--- config.mk ---
export PLATFORM = sky130hd
export DESIGN_NAME = rmat_engine
export DESIGN_NICKNAME = d
export VERILOG_FILES = /design/src/core/rmat_engine.v /design/src/core/rmat_fifo.v
export VERILOG_INCLUDE_DIRS = /design/src /design/src/core
export SDC_FILE = /design/constraint.sdc
export NUM_CORES = 2
export LEC_CHECK = 0
export BUFFER_PORTS_ARGS = -buffer_cell sky130_fd_sc_hd__buf_2
export CORE_MARGIN = 4
export CORE_UTILIZATION = 60
export CTS_CLUSTER_DIAMETER = 40
export DETAILED_ROUTE_END_ITERATION = 6
export PLACE_DENSITY_LB_ADDON = 0.15
export SYNTH_ARGS = -nofsm -noshare
export SYNTH_HDL_FRONTEND = slang
export SYNTH_SLANG_ARGS = --single-unit
--- constraint.sdc ---
create_clock -name clk -period 4.4 [get_ports clk]
set_input_delay 0.88 -clock clk [delete_from_list [all_inputs] [get_ports clk]]
set_output_delay 0.88 -clock clk [all_outputs]
set_load 0.03 [all_outputs]
--- src/core/rmat_map.vh ---
/*
  Constants for the mode controller and auto-acknowledge transmit engine.
  Assumes inclusion by core design files only.
*/
`ifndef RMAT_MAP_VH
`define RMAT_MAP_VH

// Mode codes, one-hot
`define RMAT_MODE_PDOWN 6'h01
`define RMAT_MODE_IDLE_LOW 6'h02
`define RMAT_MODE_IDLE_HIGH 6'h04
`define RMAT_MODE_TX 6'h08
`define RMAT_MODE_ACK_WAIT 6'h10
`define RMAT_MODE_RX 6'h20

// FIFO geometry
`define RMAT_FIFO_DEPTH 3
`define RMAT_BYTE_W 8
`define RMAT_LEN_W 6
`define RMAT_MAX_BYTES 32

// Pipe addressing
`define RMAT_PIPES 6
`define RMAT_ADDR_W 40
`define RMAT_SHARED_W 32

// Timing
`define RMAT_CLK_MHZ 125
`define RMAT_ACK_WINDOW_US 250
`define RMAT_ACTIVATE_MIN_US 10
`define RMAT_SYNC_MHZ 16

// Reset values
`define RMAT_RETRY_LIMIT_RST 4'h3
`define RMAT_LOST_RST 4'h0

`endif

--- src/core/rmat_engine.v ---
/*
  Mode controller and auto-acknowledge transmit engine of a packet radio.
  Assumes host bytes arrive already deserialised from the serial port on clk,
  and that the modem reports ack, receive and on-air-done as clk-domain pulses.
*/
// Functional notes
// [RULE1] RX or TX mode from power, role, activate
// [RULE2] Activate falling mid-packet finishes the packet
// [RULE3] Transmitter, activate high, empty FIFO: idle_high
// [RULE4] Power off gives power-down; else idle_low
// [RULE5] State kept and port usable when idle
// [RULE6] Activate low in idle_high: idle_low at once
// [RULE7] Host holds activate high ten microseconds
// [RULE8] Payload length is bytes written per transfer
// [RULE9] Three-entry TX and RX FIFOs, six pipes
// [RULE10] FIFOs accessible in every mode
// [RULE11] Modem frames packet; interrupt on completion
// [RULE12] Interrupt once valid packet received
// [RULE13] Transmit start powers radio and clock
// [RULE14] Six pipes; pipe zero full address
// [RULE15] Acknowledge uses receiving pipe address
// [RULE16] Host sets pipe zero to destination address
// [RULE17] Ack in window: sent flag, drop payload
// [RULE18] No ack: resend; past limit flag, keep
// [RULE19] Interrupt low while flags; host write clears
// [RULE20] Retry-limit flag blocks further sending
// [RULE21] Lost tally per limit event; retry tally
// [RULE22] After packet: idle_low, next, or idle_high
// [RULE23] Channel write clears lost tally
// [RULE24] Retry sequence stops only by power or limit
// [RULE25] Retry tally cleared per new payload
`timescale 1ns/10ps
`default_nettype none
`include "rmat_map.vh"

module rmat_engine #(
  parameter ACK_CYCLES = `RMAT_ACK_WINDOW_US * `RMAT_CLK_MHZ,
  parameter LEN_W = `RMAT_LEN_W
) (
  // Clock and reset
  input wire clk,
  input wire rst_n,
  // Host pins
  input wire radio_activate_pin,
  input wire spi_select_low,
  output wire irq_low,
  // Configuration bits
  input wire power_on_bit,
  input wire receive_role_bit,
  input wire pipe_zero_autoack,
  input wire retransmit_enable,
  input wire [3:0] retry_limit,
  input wire rate_2m,
  input wire channel_write,
  input wire [`RMAT_ADDR_W-1:0] pipe_zero_listen_address,
  input wire [`RMAT_SHARED_W-1:0] pipe_shared_upper,
  input wire [39:0] pipe_low_bytes,
  // Status clear pulses
  input wire clear_sent,
  input wire clear_retry_limit,
  input wire clear_receive_ready,
  // Host byte path into TX FIFO
  input wire send_payload_byte,
  input wire [7:0] send_payload_data,
  output wire send_payload_ready,
  // Host read of RX FIFO
  input wire recv_pop,
  input wire [LEN_W-1:0] recv_index,
  output wire [7:0] recv_data,
  output wire [LEN_W-1:0] recv_len,
  output wire recv_valid,
  output reg [2:0] recv_pipe,
  // Modem side
  output reg radio_power,
  output reg sync_clock_run,
  output reg modem_tx_start,
  output reg [`RMAT_ADDR_W-1:0] modem_address,
  output reg modem_rate_2m,
  output wire [7:0] modem_tx_data,
  input wire [LEN_W-1:0] modem_tx_index,
  output wire [LEN_W-1:0] modem_tx_len,
  input wire modem_tx_done,
  input wire modem_ack_ok,
  input wire modem_rx_byte,
  input wire [7:0] modem_rx_data,
  input wire modem_rx_end,
  input wire [2:0] modem_rx_pipe,
  // Status
  output reg [5:0] mode,
  output reg sent_flag,
  output reg retry_limit_flag,
  output reg receive_ready_flag,
  output reg [3:0] retry_tally,
  output reg [3:0] lost_packet_tally
);
  localparam [5:0] S_PDOWN = `RMAT_MODE_PDOWN;
  localparam [5:0] S_IDLE_LOW = `RMAT_MODE_IDLE_LOW;
  localparam [5:0] S_IDLE_HIGH = `RMAT_MODE_IDLE_HIGH;
  localparam [5:0] S_TX = `RMAT_MODE_TX;
  localparam [5:0] S_ACK = `RMAT_MODE_ACK_WAIT;
  localparam [5:0] S_RX = `RMAT_MODE_RX;
  localparam ACT_MIN_CYCLES = `RMAT_ACTIVATE_MIN_US * `RMAT_CLK_MHZ;

  // Two-stage synchronisers for pins
  reg act_s1;
  reg act;
  reg sel_s1;
  reg sel;
  always @(posedge clk) begin
    if (!rst_n) begin
      act_s1 <= 1'b0;
      act <= 1'b0;
    end else begin
      act_s1 <= radio_activate_pin;
      act <= act_s1;
    end
  end

  // Select resets to its idle level so no false close follows reset
  always @(posedge clk) begin
    if (!rst_n) begin
      sel_s1 <= 1'b1;
      sel <= 1'b1;
    end else begin
      sel_s1 <= spi_select_low;
      sel <= sel_s1;
    end
  end

  // Select rising closes one payload transfer
  reg sel_d;
  always @(posedge clk) begin
    if (!rst_n) begin
      sel_d <= 1'b1;
    end else begin
      sel_d <= sel;
    end
  end
  wire sel_rise = sel && !sel_d;

  // Transmit FIFO, written from the host at any mode
  wire tx_valid;
  reg tx_pop;
  wire [1:0] tx_count;
  rmat_fifo #(.LEN_W(LEN_W)) u_txq (
    .clk(clk),
    .rst_n(rst_n),
    .wr_byte(send_payload_byte && !sel), // see [RULE10]
    .wr_data(send_payload_data),
    .wr_close(sel_rise), // see [RULE8]
    .wr_ready(send_payload_ready),
    .rd_pop(tx_pop), // see [RULE17]
    .rd_index(modem_tx_index),
    .rd_data(modem_tx_data),
    .rd_len(modem_tx_len),
    .rd_valid(tx_valid),
    .count(tx_count),
    .flush(1'b0)
  );

  // Receive FIFO, shared by all six pipes
  reg rx_close;
  rmat_fifo #(.LEN_W(LEN_W)) u_rxq (
    .clk(clk),
    .rst_n(rst_n),
    .wr_byte(modem_rx_byte && mode == S_RX),
    .wr_data(modem_rx_data),
    .wr_close(rx_close), // see [RULE9]
    .wr_ready(),
    .rd_pop(recv_pop), // see [RULE10]
    .rd_index(recv_index),
    .rd_data(recv_data),
    .rd_len(recv_len),
    .rd_valid(recv_valid),
    .count(),
    .flush(1'b0)
  );

  // Address of a pipe: pipe 0 own, others share upper bits
  function [`RMAT_ADDR_W-1:0] pipe_addr;
    input [2:0] p;
    begin
      if (p == 3'h0) begin
        pipe_addr = pipe_zero_listen_address;
      end else begin
        pipe_addr = {pipe_shared_upper, pipe_low_bytes[(p-1)*8 +: 8]}; // see [RULE14]
      end
    end
  endfunction

  // Activate must stay high a minimum before a send starts from idle_low, power-down or receive
  reg [10:0] act_cnt;
  always @(posedge clk) begin
    if (!rst_n || !act) begin
      act_cnt <= 11'h000;
    end else if (act_cnt != ACT_MIN_CYCLES[10:0]) begin
      act_cnt <= act_cnt + 11'h001;
    end
  end
  wire act_ok = (act_cnt == ACT_MIN_CYCLES[10:0]); // see [RULE7]

  // Acknowledge window timer
  reg [31:0] win_cnt;
  reg [5:0] next_mode;
  // A pop still in flight leaves tx_valid stale for one cycle
  wire can_send = tx_valid && !tx_pop && !retry_limit_flag; // see [RULE20]
  wire win_out = (win_cnt == ACK_CYCLES - 1);

  always @* begin
    next_mode = mode;
    case (mode)
      S_PDOWN, S_IDLE_LOW, S_IDLE_HIGH, S_RX: begin
        if (!act) begin
          next_mode = S_IDLE_LOW; // see [RULE4] [RULE6]
        end else if (receive_role_bit) begin
          next_mode = S_RX; // see [RULE1]
        end else if (can_send && (act_ok || mode == S_IDLE_HIGH)) begin
          next_mode = S_TX; // see [RULE1]
        end else if (!can_send) begin
          next_mode = S_IDLE_HIGH; // see [RULE3]
        end
      end
      S_TX: begin
        // Packet on air finishes even if activate falls
        if (modem_tx_done) begin // see [RULE2]
          if (pipe_zero_autoack) begin
            next_mode = S_ACK; // see [RULE17]
          end else if (!act) begin
            next_mode = S_IDLE_LOW; // see [RULE22]
          end else begin
            next_mode = S_IDLE_HIGH;
          end
        end
      end
      S_ACK: begin
        if (modem_ack_ok || (win_out && (!retransmit_enable || retry_tally >= retry_limit))) begin
          next_mode = act ? S_IDLE_HIGH : S_IDLE_LOW; // see [RULE22]
        end else if (win_out) begin
          next_mode = S_TX; // see [RULE18] [RULE24]
        end
      end
      default: next_mode = S_IDLE_LOW;
    endcase
    if (!power_on_bit) begin
      next_mode = S_PDOWN; // see [RULE4] [RULE24]
    end
  end

  // Status registers hold through idle and power-down
  wire ack_hit = (mode == S_ACK) && modem_ack_ok;
  wire give_up = (mode == S_ACK) && !modem_ack_ok && win_out &&
    (!retransmit_enable || retry_tally >= retry_limit);
  wire noack_done = (mode == S_TX) && modem_tx_done && !pipe_zero_autoack;
  wire rx_good = (mode == S_RX) && modem_rx_end && modem_rx_pipe < `RMAT_PIPES;
  wire tx_entry = (next_mode == S_TX) && (mode != S_TX);

  always @(posedge clk) begin
    if (!rst_n) begin
      mode <= S_PDOWN;
    end else begin
      mode <= next_mode; // see [RULE5]
    end
  end

  // Window restarts on every entry to ack wait
  always @(posedge clk) begin
    if (!rst_n) begin
      win_cnt <= 32'h00000000;
    end else begin
      win_cnt <= (mode == S_ACK && !win_out) ? win_cnt + 32'h00000001 : 32'h00000000;
    end
  end

  // FIFO strobes and receive pipe number
  always @(posedge clk) begin
    if (!rst_n) begin
      tx_pop <= 1'b0;
      rx_close <= 1'b0;
      recv_pipe <= 3'h0;
    end else begin
      tx_pop <= ack_hit || noack_done; // see [RULE17]
      rx_close <= rx_good;
      if (rx_good) begin
        recv_pipe <= modem_rx_pipe;
      end
    end
  end

  // Radio controls toward the modem
  always @(posedge clk) begin
    if (!rst_n) begin
      radio_power <= 1'b0;
      sync_clock_run <= 1'b0;
      modem_tx_start <= 1'b0;
      modem_address <= {`RMAT_ADDR_W{1'b0}};
      modem_rate_2m <= 1'b0;
    end else begin
      modem_tx_start <= tx_entry; // see [RULE11]
      radio_power <= (next_mode == S_TX) || (next_mode == S_ACK) || (next_mode == S_RX); // see [RULE13]
      sync_clock_run <= (next_mode != S_PDOWN) && (next_mode != S_IDLE_LOW); // see [RULE13]
      modem_rate_2m <= rate_2m; // see [RULE13]
      // Pipe zero listens for the acks of our own sends
      if (tx_entry) begin
        modem_address <= pipe_zero_listen_address;
      end else if (rx_good) begin
        modem_address <= pipe_addr(modem_rx_pipe); // see [RULE15]
      end
    end
  end

  // Retry and lost-packet tallies
  always @(posedge clk) begin
    if (!rst_n) begin
      retry_tally <= 4'h0;
      lost_packet_tally <= `RMAT_LOST_RST;
    end else begin
      if (tx_entry && mode != S_ACK) begin
        retry_tally <= 4'h0; // see [RULE25]
      end else if (mode == S_ACK && next_mode == S_TX) begin
        retry_tally <= retry_tally + 4'h1; // see [RULE21]
      end
      // Saturates so a long outage never wraps to a small count
      if (channel_write) begin
        lost_packet_tally <= 4'h0; // see [RULE23]
      end else if (give_up && lost_packet_tally != 4'hF) begin
        lost_packet_tally <= lost_packet_tally + 4'h1; // see [RULE21]
      end
    end
  end

  // Hardware set wins over host clear
  always @(posedge clk) begin
    if (!rst_n) begin
      sent_flag <= 1'b0;
      retry_limit_flag <= 1'b0;
      receive_ready_flag <= 1'b0;
    end else begin
      sent_flag <= (ack_hit || noack_done) || (sent_flag && !clear_sent); // see [RULE17] [RULE11]
      retry_limit_flag <= give_up || (retry_limit_flag && !clear_retry_limit); // see [RULE18]
      receive_ready_flag <= rx_good || (receive_ready_flag && !clear_receive_ready); // see [RULE12]
    end
  end

  assign irq_low = !(sent_flag || retry_limit_flag || receive_ready_flag); // see [RULE19]
endmodule // rmat_engine

`default_nettype wire

--- src/core/rmat_fifo.v ---
/*
  Three-entry byte-packet FIFO; each entry holds a payload and its length.
  Assumes writer and reader run on the same clock as the core.
*/
`timescale 1ns/10ps
`default_nettype none
`include "rmat_map.vh"

module rmat_fifo #(
  parameter DEPTH = `RMAT_FIFO_DEPTH,
  parameter BYTES = `RMAT_MAX_BYTES,
  parameter LEN_W = `RMAT_LEN_W
) (
  // Clock and reset
  input wire clk,
  input wire rst_n,
  // Byte write side
  input wire wr_byte,
  input wire [7:0] wr_data,
  input wire wr_close,
  output wire wr_ready,
  // Packet read side
  input wire rd_pop,
  input wire [LEN_W-1:0] rd_index,
  output reg [7:0] rd_data,
  output wire [LEN_W-1:0] rd_len,
  output wire rd_valid,
  output wire [1:0] count,
  input wire flush
);
  reg [7:0] mem [0:DEPTH*BYTES-1];
  reg [LEN_W-1:0] len [0:DEPTH-1];
  reg [1:0] wp;
  reg [1:0] rp;
  reg [1:0] cnt;
  reg [LEN_W-1:0] fill;
  integer i;

  function [1:0] bump;
    input [1:0] p;
    begin
      bump = (p == DEPTH - 1) ? 2'h0 : p + 2'h1;
    end
  endfunction

  assign wr_ready = (cnt != DEPTH);
  assign rd_valid = (cnt != 2'h0);
  assign rd_len = len[rp];
  assign count = cnt;

  always @(posedge clk) begin
    rd_data <= mem[rp*BYTES + rd_index];
  end

  always @(posedge clk) begin
    if (!rst_n || flush) begin
      wp <= 2'h0;
      rp <= 2'h0;
      cnt <= 2'h0;
      fill <= {LEN_W{1'b0}};
      for (i = 0; i < DEPTH; i = i + 1) begin
        len[i] <= {LEN_W{1'b0}};
      end
    end else begin
      // Length comes from the bytes actually written
      if (wr_byte && wr_ready && fill < BYTES) begin
        mem[wp*BYTES + fill] <= wr_data;
        fill <= fill + 1'b1;
      end
      if (wr_close && wr_ready && fill != 0) begin
        len[wp] <= fill;
        wp <= bump(wp);
        fill <= {LEN_W{1'b0}};
      end
      if (rd_pop && rd_valid) begin
        rp <= bump(rp);
      end
      case ({wr_close && wr_ready && fill != 0, rd_pop && rd_valid})
        2'b10: cnt <= cnt + 2'h1;
        2'b01: cnt <= cnt - 2'h1;
        default: cnt <= cnt;
      endcase
    end
  end
endmodule // rmat_fifo

`default_nettype wire

==> flow_summary_export.csv <==
group,metric,value,unit
status,status,"finished clean",
sta,period_share,0.763,
pwr,p_clk_frac,0.450,
pwr,seq_power_share,0.505,
placed_design,gp_congestion,0.891,
global_route,use_met1,0.419,
synth,ys_types,81,
synth,synth_top_area_frac,0.690,
clocking,cts_tree,"built",
synth,yosysSeqAreaShare,0.736,
sta,setup_viol,0,
clocking,clk_latency,0.77,ns
synth,yosysWarningCount,0,
route,drtIter0Drc,5146,
setup_path,crit_path_end_kind,"register",
route,vias,37400,
route,drt_wl_total,167000,um
pwr,internal_power,28300,uW
global_route,grt_start_max_net_pins,97,
sta,final_hold_viol_count,0,
setup_path,worst-setup-path-type,"reg -> reg",
global_route,grt_use_met3,0.0618,
synth,synth.area.top_cells,"edfxtp_1 (69%), mux4_2 (14%), dfxtp_1 (4.6%), nor2_1 (1.7%), mux2i_1 (0.87%)",
synth,synth_area_leader_cell,"edfxtp_1",
floorplanning,dieArea,120000,um^2
synth,synth.avg_cell_area,18.8,um^2
pwr,switching_share,0.210,
clocking,clock-root-buffer,"clkbuf_16",
cells_and_area,layout-drive-gt1-share,0.288,
global_route,busiest_layer,"met2",
cells_and_area,fin_nets,4317,
floorplanning,die_x,347,um
floorplanning,initial_core_util,0.604,
sta,period_minus_slack,3.36,ns
synth,ys_ff_latch,1742,
flow_run,cap_viol_max_count,0,
floorplanning,ioPinCount,261,
synth,postSynth.asyncResetShare,0,
placed_design,hpwl,106000,um
clocking,post_cts_buffers,0,
floorplanning,coreArea,114000,um^2
setup_path,r2r_start,"mode[5]",
route,viasPerCell,6.45,
synth,synth_area,68900,um^2
global_route,grt_usage,0.280,
clocking,cts_hold_buffers,0,
synth,syn_inst,3670,
setup_path,critPathLaunchType,"register",
global_route,overflow,0,
cells_and_area,fill_cells,7291,
sta,tns,0,ns
clocking,cts_sinks,1742,
placed_design,port_buffers,260,
setup_path,cpPeakStageDelay,0.83,ns
sta,rsz0062_at_grt,"no",
min_path,hold_path.startpoint,"spi_select_low",
global_route,grt_pass1_vias,37500,
synth,synthFlopType,"edfxtp_1",
setup_path,r2r_end,"u_rxq.mem[20][1]",
cells_and_area,area_growth,15.3,%
route,post_drt_wl_per_cell,28.8,um
global_route,antenna_found_initial,4,
global_route,grt_pass1_wl,249000,um
route,ant_nets,0,
clocking,cts_made_buffers,190,
pwr,power.switching,7550,uW
cells_and_area,finalNonFillerCells,5806,
sta,max_freq,298,MHz
setup_path,critPathSlowestCell,"nor2_1",
setup_path,cp_data_arrival_time,3.73,ns
pwr,power_density,451,nW/um^2
setup_path,reg2reg_depth,5,
synth,syn_nets,3858,
setup_path,crit_required,4.78,ns
sta,timing.final.ws_setup,1.04,ns
setup_path,r2r_slack,1.04,ns
min_path,hold_depth,2,
placed_design,dp_slack,0.634,ns
global_route,gr-usage-met2,0.427,
clocking,cts_resized,0,
synth,synth_edf_count,1584,
sta,tightest_slew,1.28,ns
setup_path,worstPathCellList,"nor2b_1, and4_1, and2_1, nand2_1, nor2_1",
sta,finalClockSkew,0.0275,ns
placed_design,place_inst,5449,
floorplanning,die_h,347,um
clocking,path_clk_slew,0.06,ns
min_path,worst_hold_path.endpoint,"sel_s1",
route,drc,0,
sta,slew_viol_final,0,
sta,slew_headroom,0.141,
clocking,clockBufferDepth,3,
pwr,p_leak,0.0265,uW
route,firstDrtPassIters,6,
clocking,htree_levels,4,
cells_and_area,final_cell_area,79500,um^2
setup_path,cp_max_fo,12,
placed_design,dpl_cell_area,73000,um^2
min_path,hold_path_class,"in -> reg",
sta,whs,0.290,ns
pwr,power_frac_comb,0.045,
floorplanning,std_cell_rows,124,
pwr,vdd_drop_max,336,uV
-- synth_stat cells (12+ instances only) --
| cell type | count |
|---|---|
| xor2_1 | 29 |
| nand3_1 | 80 |
| ha_1 | 22 |
| a22oi_1 | 44 |
| dfxtp_1 | 158 |
| and3_1 | 32 |
| and2_1 | 37 |
| edfxtp_1 | 1584 |
| nand2_1 | 132 |
| buf_4 | 20 |
| buf_1 | 19 |
| buf_2 | 49 |
| nand2b_1 | 17 |
| o21ai_1 | 12 |
| or3_1 | 15 |
| a21oi_1 | 56 |
| o211a_1 | 33 |
| a221oi_1 | 12 |
| inv_1 | 29 |
| clkbuf_1 | 108 |
| xnor2_1 | 29 |
| nor2_1 | 320 |
| o21ai_0 | 63 |
| nand4_1 | 26 |
| mux4_2 | 424 |
| nor3_1 | 53 |
| nor2b_1 | 41 |
| mux2i_1 | 60 |
-- metrics by stage --
stage / power, uW / utilization
final: 35900 / 0.696
after global placement: 20100 / 0.639
after CTS: 36000 / 0.696
after global routing: 36900 / 0.696
after detailed placement: 20100 / 0.639
after floorplan: 19300 / -
-- placed cells by master, fill, tap and decap left out, types with 11 or more instances in the layout --
master	count
mux4_2	424
and2_1	37
clkinv_1	29
buf_2	242
edfxtp_1	1584
xor2_1	29
nand3_1	80
inv_6	20
nand4_1	26
clkinv_2	33
clkbuf_16	199
and3_1	32
o211a_1	33
xnor2_1	29
o21ai_1	12
buf_12	13
a221oi_1	12
or3_1	15
inv_1	29
mux2i_1	60
nand2b_1	17
nor2_1	320
bufinv_16	21
a21oi_1	56
a22oi_1	44
o22ai_1	11
clkinv_4	14
o21ai_0	63
a211oi_1	11
ha_1	22
buf_4	209
nor2b_1	40
dfxtp_1	158
nand2_1	132
clkbuf_1	17
nor3_1	53
-- power by group through the flow --
stage / logic [uW] / clock network (uW) / registers [uW]
2_1_floorplan: 839 / 0 / 18500
3_3_place_gp: 1600 / 0 / 18500
3_5_place_dp: 1610 / 0 / 18500
4_1_cts: 1620 / 16300 / 18100
5_1_grt: 1710 / 17100 / 18100
6_report: 1620 / 16200 / 18100
-- state kept, by name (all words and copies together), names as in the netlist, 6 cells and up, named ones only --
signal and count:
u_txq.len 24, u_txq.mem 768, modem_address 40, u_rxq.mem 768, mode 6, u_rxq.len 24
act_cnt 11, u_rxq.fill 6, u_rxq.rd_data 8, win_cnt 32, u_txq.fill 6, u_txq.rd_data 8
-- routing by layer --
metal  part of all wire  up-vias
li1                   -    15800
met2               0.47     1952
met1               0.41    19400
met5           0.000078        -
met4              0.024        2
met3              0.097      270
-- final cells by class --
type,count,area (um^2),area share
clock inverters,131,1320,0.0166
repair buffers,468,3100,0.0390
flip-flops and latches,1742,50700,0.638
clock buffers,224,5150,0.0649
diodes,2,5.00,0.0000630
well taps,1512,1890,0.0238
inverters,29,109,0.00137
multi-input cells,1698,17200,0.216
-- worst max-delay path, delay by kind of cell (launching register included) --
kind | cells | cell delay, ns
flip-flops | 1 | 0.61
AND/OR/NAND/NOR | 5 | 2.35
-- how the worst max path moves through the flow --
stage                   start           endpoint  slack [ns]
3_5_place_dp    recv_index[0]   u_rxq.rd_data[1]        0.63
2_1_floorplan  retry_limit[2]  modem_address[37]        1.42
3_3_place_gp    recv_index[0]   u_rxq.rd_data[1]        0.60
4_1_cts               mode[5]   u_rxq.mem[90][0]        1.08
6_report              mode[5]   u_rxq.mem[20][1]        1.04
5_1_grt               mode[5]   u_rxq.mem[60][6]        0.91
-- kinds of logic (layout without fill, tap and decap cells) --
group	after synthesis	after routing	share of synthesized area
DFF	1742	1742	0.736
and+or+nand+nor	805	805	0.0560
muxes	494	494	0.149
AOI/OAI and AO/OA	319	319	0.0327
buffers and inverters	230	852	0.0150
xor gates and xnor gates	58	58	0.00737
adders and majority gates	22	22	0.00399
other	0	2	0
No activity file was read; power rests on OpenSTA's default activity.
